--- config.mk ---
export PLATFORM = sky130hd
export DESIGN_NAME = rsb_top
export DESIGN_NICKNAME = d
export VERILOG_FILES = /design/src/rtl/rsb_pkg.sv /design/src/rtl/rsb_shift.sv /design/src/rtl/rsb_top.sv
export SDC_FILE = /design/constraint.sdc
export NUM_CORES = 1
export LEC_CHECK = 0
export BUFFER_PORTS_ARGS = -buffer_cell sky130_fd_sc_hd__buf_2
export CAP_MARGIN = 25
export CORE_UTILIZATION = 61
export DETAILED_ROUTE_END_ITERATION = 10
export PLACE_DENSITY = 0.85
export SLEW_MARGIN = 30
export SYNTH_ARGS = -nofsm -noshare
export SYNTH_HDL_FRONTEND = slang
export SYNTH_SLANG_ARGS = --single-unit
--- constraint.sdc ---
create_clock -name mclk_i -period 3.6 [get_ports mclk_i]
set_input_delay 0.18 -clock mclk_i [delete_from_list [all_inputs] [get_ports mclk_i]]
set_output_delay 0.18 -clock mclk_i [all_outputs]
set_load 0.005 [all_outputs]
--- src/rtl/rsb_pkg.sv ---
package rsb_pkg;
  // host port strap codes
  localparam logic [1:0] HP_I2C_A0  = 2'h0;
  localparam logic [1:0] HP_I2C_A1  = 2'h1;
  localparam logic [1:0] HP_SPI_SLV = 2'h2;
  localparam logic [1:0] HP_SPI_MST = 2'h3;
  // default i2c slave addresses
  localparam logic [6:0] I2C_ADDR_A0 = 7'h74;
  localparam logic [6:0] I2C_ADDR_A1 = 7'h75;
  // boot config codes with test strap high
  localparam logic [2:0] TST_PROG_INT = 3'h0;
  localparam logic [2:0] TST_NO_BOOT  = 3'h3;
  // strap capture status layout: {test, boot_config_select[2:0], host_mode[1:0]}
  localparam int         STS_W         = 6;
  localparam logic [5:0] STS_RST       = 6'h00;
  // identity values, arbitrary
  localparam logic [11:0] ID_VALUE  = 12'h5a3;
  localparam logic [3:0]  REV_VALUE = 4'h1;
  // spi master boot frame: 8 command bits, 16 address bits, read data
  localparam logic [7:0] EE_READ_CMD = 8'h03;
  localparam int         EE_HDR_BITS = 24;
  localparam logic [7:0] EE_DATA_BITS = 8'h08;
  localparam logic [7:0] EE_FRAME_BITS = 8'h20;
  localparam logic [7:0] SCLK_HALF  = 8'h02;

  typedef enum logic [4:0] {
    ST_IDLE = 5'b00001,
    ST_DEC  = 5'b00010,
    ST_BOOT = 5'b00100,
    ST_SPI  = 5'b01000,
    ST_DONE = 5'b10000
  } rsb_state_t;
endpackage

--- src/rtl/rsb_shift.sv ---
`timescale 1ns/100ps
module rsb_shift
  import rsb_pkg::*;
(
  // clock and reset
  input  wire logic        mclk_i,
  input  wire logic        rst_n_i,
  // control
  input  wire logic        load_i,
  input  wire logic [31:0] load_data_i,
  input  wire logic        shift_i,
  input  wire logic        sin_i,
  // data
  output logic             sout_o,
  output logic [31:0]      word_o
);
  typedef struct packed {
    logic [31:0] sr;
  } rsb_shift_st_t;

  rsb_shift_st_t cur_ff;
  rsb_shift_st_t nxt_st;

  // shift out msb, shift in at lsb
  always_comb begin
    nxt_st = cur_ff;
    if (load_i) begin
      nxt_st.sr = load_data_i;
    end else if (shift_i) begin
      nxt_st.sr = {cur_ff.sr[30:0], sin_i};
    end
  end

  always_ff @(posedge mclk_i or negedge rst_n_i) begin
    if (!rst_n_i) begin
      cur_ff <= '0;
    end else begin
      cur_ff <= nxt_st;
    end
  end

  assign sout_o = cur_ff.sr[31];
  assign word_o = cur_ff.sr;
endmodule

--- src/rtl/rsb_top.sv ---
// Overview of operation
// sample straps at reset release, latch status
// after reset pins take run-time roles
// test strap high enters test mode
// test with boot 011 skips auto-configuration
// test, 000, 11 enables internal memory programming
// host 00: i2c address 1110100, rom
// host 01: i2c address 1110101, rom
// host 10: spi slave, rom boot
// host 11: spi master eeprom, then slave
// boot straps select configuration zero to seven
// i2c address register overrides strap default
// read-only 12-bit id, 4-bit revision
// spi master drives command, address, data out
// host drives master-out in slave mode
// eeprom select follows device select at boot
// i2c data line bidirectional, shared drive
// chip select becomes input after boot
// boot done flag set when configuration completes
// strap status held until next reset
`timescale 1ns/100ps
module rsb_top
  import rsb_pkg::*;
(
  // clock and reset
  input  wire logic              mclk_i,
  input  wire logic              rst_n_i,
  // strap pins, sampled at reset release
  input  wire logic              test_strap_i,
  input  wire logic [2:0]        boot_config_select_i,
  input  wire logic [1:0]        host_strap_i,
  // i2c address register write
  input  wire logic              i2c_addr_wr_i,
  input  wire logic [6:0]        i2c_addr_wdata_i,
  // i2c data drive request from slave engine
  input  wire logic              i2c_sda_drive_low_i,
  // spi pins
  input  wire logic              spi_miso_i,
  output logic                   spi_sclk_o,
  output logic                   spi_sclk_oe_o,
  output logic                   spi_mosi_o,
  output logic                   spi_mosi_oe_o,
  output logic                   spi_chip_select_n_o,
  output logic                   spi_chip_select_n_oe_o,
  // i2c data pin
  output logic                   i2c_sda_o,
  output logic                   i2c_sda_oe_o,
  // boot script interface
  output logic                   boot_word_valid_o,
  output logic [7:0]             boot_word_o,
  input  wire logic              boot_script_end_i,
  // status
  output logic [STS_W-1:0]       strap_capture_status_o,
  output logic                   test_mode_o,
  output logic                   skip_autocfg_o,
  output logic                   int_mem_prog_o,
  output logic [2:0]             config_index_o,
  output logic                   boot_from_eeprom_o,
  output logic                   host_i2c_o,
  output logic                   host_spi_slave_o,
  output logic                   general_pins_run_o,
  output logic [6:0]             i2c_slave_addr_reg_o,
  output logic [11:0]            identity_reg_high_o,
  output logic [3:0]             identity_reg_low_o,
  output logic                   boot_done_flag_o
);
  typedef struct packed {
    rsb_state_t       st;
    logic             captured;
    logic [STS_W-1:0] sts;
    logic [6:0]       addr;
    logic             done;
    logic             run;
    logic [7:0]       half_cnt;
    logic [7:0]       bit_cnt;
    logic             sclk;
    logic             cs_n;
    logic             cs_oe;
    logic             drv;
    logic             wvalid;
    logic [15:0]      ee_addr;
    logic             sda_oe;
    logic             tst;
    logic             skip;
    logic             prog;
    logic             ee;
    logic             i2c;
    logic             spis;
  } rsb_st_t;

  rsb_st_t     cur_ff;
  rsb_st_t     nxt_st;
  logic        sh_load;
  logic        sh_shift;
  logic        sh_out;
  logic [31:0] sh_word;
  logic        t_s;
  logic [2:0]  ac_s;
  logic [1:0]  hp_s;

  assign t_s  = cur_ff.sts[5];
  assign ac_s = cur_ff.sts[4:2];
  assign hp_s = cur_ff.sts[1:0];

  rsb_shift u_shift (
    .mclk_i      (mclk_i),
    .rst_n_i     (rst_n_i),
    .load_i      (sh_load),
    .load_data_i ({EE_READ_CMD, cur_ff.ee_addr, 8'h00}),
    .shift_i     (sh_shift),
    .sin_i       (spi_miso_i),
    .sout_o      (sh_out),
    .word_o      (sh_word)
  );

  always_comb begin
    nxt_st   = cur_ff;
    sh_load  = 1'b0;
    sh_shift = 1'b0;
    nxt_st.wvalid = 1'b0;
    // i2c data line: open drain, engine pulls low during its phases
    nxt_st.sda_oe = i2c_sda_drive_low_i && (hp_s == HP_I2C_A0 || hp_s == HP_I2C_A1) && cur_ff.run;
    if (cur_ff.run && i2c_addr_wr_i) begin
      nxt_st.addr = i2c_addr_wdata_i;
    end
    unique case (cur_ff.st)
      ST_IDLE: begin
        // first clock after reset release catches the straps once
        nxt_st.sts      = {test_strap_i, boot_config_select_i, host_strap_i};
        nxt_st.captured = 1'b1;
        // first frame address must be ready when decode loads the shifter
        nxt_st.ee_addr  = {5'h00, boot_config_select_i, 8'h00};
        nxt_st.st       = ST_DEC;
      end
      ST_DEC: begin
        nxt_st.run = 1'b1;
        // defaults only on the first pass, so a host write survives later frames
        if (!cur_ff.run) begin
          unique case (hp_s)
            HP_I2C_A0: nxt_st.addr = I2C_ADDR_A0;
            HP_I2C_A1: nxt_st.addr = I2C_ADDR_A1;
            default:   nxt_st.addr = I2C_ADDR_A0;
          endcase
        end
        if (t_s && (ac_s == TST_NO_BOOT || (ac_s == TST_PROG_INT && hp_s == HP_SPI_MST))) begin
          nxt_st.st   = ST_DONE;
          nxt_st.done = 1'b1;
        end else if (hp_s == HP_SPI_MST) begin
          nxt_st.st    = ST_SPI;
          nxt_st.cs_oe = 1'b1;
          nxt_st.cs_n  = 1'b0;
          nxt_st.drv   = 1'b1;
          sh_load      = 1'b1;
        end else begin
          nxt_st.st = ST_BOOT;
        end
      end
      ST_BOOT: begin
        if (boot_script_end_i) begin
          nxt_st.st   = ST_DONE;
          nxt_st.done = 1'b1;
        end
      end
      ST_SPI: begin
        // mode 0 read: mosi out and miso captured on falling edge, eeprom samples mosi on rising edge
        nxt_st.half_cnt = cur_ff.half_cnt + 8'h01;
        if (cur_ff.half_cnt == SCLK_HALF - 8'h01) begin
          nxt_st.half_cnt = 8'h00;
          nxt_st.sclk     = ~cur_ff.sclk;
          if (cur_ff.sclk) begin
            sh_shift       = 1'b1;
            nxt_st.bit_cnt = cur_ff.bit_cnt + 8'h01;
            if (cur_ff.bit_cnt == EE_FRAME_BITS - 8'h01) begin
              nxt_st.wvalid  = 1'b1;
              nxt_st.bit_cnt = 8'h00;
              nxt_st.cs_n    = 1'b1;
              if (boot_script_end_i) begin
                nxt_st.st    = ST_DONE;
                nxt_st.done  = 1'b1;
                nxt_st.drv   = 1'b0;
                nxt_st.cs_oe = 1'b0;
              end else begin
                nxt_st.ee_addr = cur_ff.ee_addr + 16'h0001;
                nxt_st.st      = ST_DEC;
              end
            end
          end
        end
      end
      ST_DONE: begin
        nxt_st.done = 1'b1;
      end
      default: nxt_st.st = ST_IDLE;
    endcase
    // decodes taken from the next state so every decoded output leaves a flop
    nxt_st.tst  = nxt_st.run & nxt_st.sts[5];
    nxt_st.skip = nxt_st.tst & (nxt_st.sts[4:2] == TST_NO_BOOT);
    nxt_st.prog = nxt_st.tst & (nxt_st.sts[4:2] == TST_PROG_INT) & (nxt_st.sts[1:0] == HP_SPI_MST);
    nxt_st.ee   = nxt_st.run & (nxt_st.sts[1:0] == HP_SPI_MST) & ~nxt_st.skip & ~nxt_st.prog;
    nxt_st.i2c  = nxt_st.run & ~nxt_st.sts[1];
    nxt_st.spis = nxt_st.run & nxt_st.sts[1] & (~nxt_st.sts[0] | nxt_st.done);
  end

  always_ff @(posedge mclk_i or negedge rst_n_i) begin
    if (!rst_n_i) begin
      cur_ff      <= '0;
      cur_ff.st   <= ST_IDLE;
      cur_ff.sts  <= STS_RST;
      cur_ff.cs_n <= 1'b1;
    end else begin
      cur_ff <= nxt_st;
    end
  end

  // decoded outputs from registered state; identity values and the i2c data level are constants
  assign strap_capture_status_o = cur_ff.sts;
  assign test_mode_o            = cur_ff.tst;
  assign skip_autocfg_o         = cur_ff.skip;
  assign int_mem_prog_o         = cur_ff.prog;
  assign config_index_o         = ac_s;
  assign boot_from_eeprom_o     = cur_ff.ee;
  assign host_i2c_o             = cur_ff.i2c;
  assign host_spi_slave_o       = cur_ff.spis;
  assign general_pins_run_o     = cur_ff.run;
  assign i2c_slave_addr_reg_o   = cur_ff.addr;
  assign identity_reg_high_o    = ID_VALUE;
  assign identity_reg_low_o     = REV_VALUE;
  assign boot_done_flag_o       = cur_ff.done;
  assign spi_sclk_o             = cur_ff.sclk;
  assign spi_sclk_oe_o          = cur_ff.drv;
  assign spi_mosi_o             = sh_out;
  assign spi_mosi_oe_o          = cur_ff.drv;
  assign spi_chip_select_n_o    = cur_ff.cs_n;
  assign spi_chip_select_n_oe_o = cur_ff.cs_oe;
  assign i2c_sda_o              = 1'b0;
  assign i2c_sda_oe_o           = cur_ff.sda_oe;
  assign boot_word_valid_o      = cur_ff.wvalid;
  assign boot_word_o            = sh_word[7:0];
endmodule

# ---- After elaboration in Yosys (flattened, before gate mapping)
# Index checks and enable logic that the tools add are counted.
dict set report totals {
  wordCells 120
  inputBits 19
  out_inout_bits 57
  ff_bits 96
}
dict set report op_classes {
  eq_ne 20
  addsub 3
  mux 40
  n_reduce_logical 19
  n_bitwise 17
}
# operator count
set op_table {}
lappend op_table {{32-bit 2-to-1 mux} 2}
lappend op_table {{20-bit 2-to-1 mux} 2}
lappend op_table {{37-bit 2-to-1 mux} 1}
lappend op_table {{16-bit one-hot mux with 2 select lines} 1}
lappend op_table {{5-bit 2-to-1 mux} 6}
lappend op_table {{5-bit one-hot mux with 5 select lines} 1}
lappend op_table {{7-bit 2-to-1 mux} 3}
lappend op_table {{16-bit by 1-bit adder with 16-bit output (second input constant)} 1}
lappend op_table {{8-bit by 1-bit adder with 8-bit output (second input constant)} 2}
lappend op_table {{16-bit 2-to-1 mux} 1}
lappend op_table {{8-bit 2-to-1 mux} 2}
lappend op_table {{2-bit != test (second input constant)} 8}
lappend op_table {{1-bit 2-to-1 mux} 14}
lappend op_table {{1-bit AND} 10}
lappend op_table {{5-bit AND reduction} 2}
lappend op_table {{8-bit by 1-bit equality test with 1-bit output (second input constant)} 1}
lappend op_table {{8-bit by 5-bit equality test with 1-bit output (second input constant)} 1}
lappend op_table {{7-bit AND reduction} 1}
lappend op_table {{3-bit by 2-bit equality test with 1-bit output (second input constant)} 2}
lappend op_table {{3-bit logical NOT} 2}
lappend op_table {{3-bit 2-to-1 mux} 2}
lappend op_table {{6-bit 2-to-1 mux} 1}
lappend op_table {{1-bit NOT} 6}
lappend op_table {{3-bit one-hot mux with 2 select lines} 1}
lappend op_table {{18 further kinds} 26}

# ---- Depth between registers and ports, before layout
dict set report logic_depth {
  depth_word 8
  mapped_depth 9
  mapped_depth_nobuf 7
}

# ---- Cells and area by module
# A second synthesis with hierarchy kept.
dict set report hier_totals {
  hier_cells 490
  hier_area_um2 4890.9
}
# module area_each_um2 instances seq_area_each_um2 cells_per_inst
set by_module_without_submodules {}
lappend by_module_without_submodules {rsb_top 3368.2 1 1579.0 350}
lappend by_module_without_submodules {rsb_shift 1522.7 1 800.8 140}

# ---- Least setup slack after synthesis
# Ideal clock, no wire load.
dict set report synth_timing {
  path_kind {reg2reg}
  from {reg cur_ff[37] in the netlist's numbering}
  to {reg cur_ff[22] in the netlist's numbering}
  setup_ps 78
  period_less_slack_ps 2088
  t_required_ps 3522
  n_path_buf 1
  path_stages_with_launch 9
  setup_slack_ps 1512
  arrival_time_ps 2010
  path_cell_list {dfrtp_1 inv_1 ha_1 nor4b_2 nand4_1 or4_1 buf_2 or3_1 a21oi_1}
}
dict set report synth_between {
  elab_chain_cells 3
}
# element line
set synth_rtl {}
lappend synth_rtl {{start: declaration} rsb_top.sv:91} ;# rsb_st_t cur_ff;
lappend synth_rtl {{start signal: assignment} rsb_top.sv:211} ;# cur_ff <= nxt_st;
lappend synth_rtl {{8-bit by 1-bit equality test with 1-bit output} rsb_top.sv:167} ;# if (cur_ff.half_cnt == SCLK_HALF - 8'h01) begin
lappend synth_rtl {{2-bit != test (no line)} -}
lappend synth_rtl {{5-bit AND reduction (no line)} -}
# No other way between the ends.
# A chain may end at the register's enable or synchronous reset.

# ---- Worst setup path in the final report
dict set report layout_timing {
  from {reg cur_ff[37] in the netlist's numbering}
  to {reg cur_ff[18] in the netlist's numbering}
}
# The elaborated chain is that of the path after synthesis.

==> flow_summary.ini <==
[clock_tree]
clock_path_buffers = 2
clk_pin_slew_ns = 0.09
clock-sinks = 95
htreeDepth = 3
cts_tree = built
worstSkewPairLatency_ns = 0.37
numCtsBuffers = 9
cts_root_buffer = clkbuf_8

[worst_setup_path]
reg2reg_from = cur_ff[37]
regToRegSetupSlack_ns = 1.16
crit_path_end_kind = register
crit_path_cell_trace = inv_1 > ha_1 > nor4b_2 > nand4_1 > buf_4 > or4_1 > or3_1 > a21oi_1
crit_fanout = 32
required_ns = 3.90
cpPeakStageDelay_ns = 0.61
slowest_stage = or4_1
cp.arrival_ns = 2.74
cp-start-kind = register
critPathKind = reg -> reg
r2r_cells = 8
worstReg2RegEnd = cur_ff[18]

[floorplan]
dieWidth_microns = 89.9
rows = 31
die_y_microns = 89.9
core_sq_um = 7370
io_pins = 76
initial_utilization = 0.639
die_area_sq_um = 8070

[logic_synthesis]
ys_seq_area_frac = 0.505
ys_seq_elements = 95
yosysWarnings = 0
synth_ff_type = dfrtp_1
synth_edf_count = 0
syn_avg_cell_area_sq_um = 9.49
async_flop_share = 1.00
synth.distinct_cells = 51
syn_inst = 496
synth_area_sq_um = 4710

[timing]
rsz0062_at_grt = no
hold_viol = 0
relSlewSlack = 0.439
fin_crit_ns = 2.44
timing.final.crit_share = 0.678
slew_violations = 0
tns_ns = 0
max_freq_mhz = 410
skew_ns = 0.00990
tightest_slew_ns = 0.835
worst_hold_slack_ns = 0.0167
setup_violations = 0

[power]
p_leak_nw = 2.44
total_power_mw = 2.88
ir_drop_mv = 0.305
power_density_nw_per_um2 = 574

[global_route]
grt_pass1_vias = 3392
grt_pass1_wl_microns = 16100
grt_usage = 0.248
grt_max_degree = 73
antenna_found_initial = 0
grt.overflow.total = 0

[place]
dp_hpwl_microns = 6400
place_inst = 606
port-buffer-count = 58
place_congestion = 0.842
dpl-instance-area_sq_um = 4810

[drt]
routed_via_density = 5.87
drc = 0
vias = 3655
dr.pass1.iters = 5
ant_nets = 0
dr.first_iter.drc_count = 325
drt-total-wl_microns = 9400
wl_per_cell_microns = 15.1

[cells_and_area]
syn_to_final_growth_pct = 6.48
fin_area_sq_um = 5010
nets = 542
fill_cells = 576
diodes = 0
drive_gt1_frac = 0.176
stdcell_count = 623
mostFrequentLayoutCell = dfrtp_1
final_cell_mix = dfrtp_1 (93), nand2_1 (83), buf_2 (57)

[worst_hold_path]
hold-path-cell-count = 3
hold_path.class = in -> reg
hp-start = i2c_sda_drive_low_i
holdPathEnd = i2c_sda_oe_o

[run]
maxCapViolCount = 0

[status]
status = completed
==> cell usage after synthesis (all sizes together) (3+ instances only) <==
master / n / share of area
o21ai: 27 / 0.029
mux2i: 6 / 0.013
mux2: 3 / 0.0072
xor2: 4 / 0.0074
dfrtp: 93 / 0.49
a22o: 10 / 0.019
or3: 4 / 0.0053
xnor2: 11 / 0.020
and3: 9 / 0.012
and4: 4 / 0.0074
clkbuf: 18 / 0.014
a22oi: 7 / 0.011
nand3: 12 / 0.013
a21oi: 31 / 0.033
nand2: 84 / 0.068
nand3b: 3 / 0.0048
nor2b: 3 / 0.0040
nor2: 30 / 0.024
ha: 4 / 0.011
o31ai: 3 / 0.0048
inv: 7 / 0.0056
nor4: 3 / 0.0040
a21o: 13 / 0.021
nor3: 14 / 0.016
nand4: 11 / 0.015
a31oi: 5 / 0.0066
buf: 49 / 0.074
==> routing by layer <==
metal,GRT usage,vias up,part of all wire
li1,-,1708,-
met1,0.337,1799,0.44
met2,0.387,126,0.49
met3,0.0618,22,0.054
met4,0.0954,0,0.016
met5,0,-,0
==> registers in the layout (all words and copies together), names as in the netlist <==
name	flops
boot_done_flag_o	1
boot_from_eeprom_o	1
boot_word_valid_o	1
cur_ff	37
general_pins_run_o	1
host_i2c_o	1
host_spi_slave_o	1
i2c_sda_oe_o	1
i2c_slave_addr_reg_o	7
int_mem_prog_o	1
skip_autocfg_o	1
spi_chip_select_n_o	1
spi_chip_select_n_oe_o	1
spi_sclk_o	1
strap_capture_status_o	6
test_mode_o	1
u_shift.word_o	32
==> power breakdown <==
group	total, mW	switching (mW)	internal, mW
Combinational	0.808	0.486	0.321
Sequential	1.39	0.155	1.24
Clock	0.674	0.381	0.293
Total	2.88	1.02	1.85
==> timing repair <==
item	4_1_cts	5_1_grt
buffers inserted	0	0
endpoints found under the hold margin	71	0
hold buffers	1	0
gates resized for setup	0	0
==> stage by stage <==
stage,util,worst slack (ns)
floorplan,-,1.51
global placement,0.652,1.27
detailed placement,0.652,1.20
CTS,0.680,1.17
global route,0.680,0.913
finish,0.680,1.16
==> worst max-delay path: cells and delay by family (launching register included) <==
kind	cells	cell delay, ns
buffers and inverters	2	0.36
AND/OR/NAND/NOR	4	1.28
adder cells (fa/ha/maj)	1	0.16
flip-flops	1	0.41
AO/OA/AOI/OAI	1	0.15
==> logic make-up after synthesis <==
group / synth area share
flops: 0.505
buf+inv: 0.0943
other cells: 0.00160
xor+xnor: 0.0279
mux: 0.0199
compound gates: 0.143
fa+ha+maj: 0.0106
simple gates: 0.197
==> how the worst max path moves through the flow <==
| stage | start | to | depth (start not counted) |
|---|---|---|---|
| after detailed placement | cur_ff[37] | cur_ff[22] | 8 |
| after global placement | cur_ff[37] | cur_ff[18] | 8 |
| after global routing | cur_ff[37] | cur_ff[18] | 8 |
| after CTS | cur_ff[37] | cur_ff[22] | 8 |
| final | cur_ff[37] | cur_ff[18] | 8 |
| after floorplan | cur_ff[37] | cur_ff[22] | 8 |
==> final cells by class <==
cell class	count	area, sq um	share of cell area
clock inverter	5	41.3	0.00824
timing repair buffer	64	344	0.0686
multi-input combinational	342	1950	0.388
tap	99	124	0.0247
inverter	7	26.3	0.00524
clock buffer	11	151	0.0302
sequential	95	2380	0.475
No activity file was read; power rests on OpenSTA's default activity.
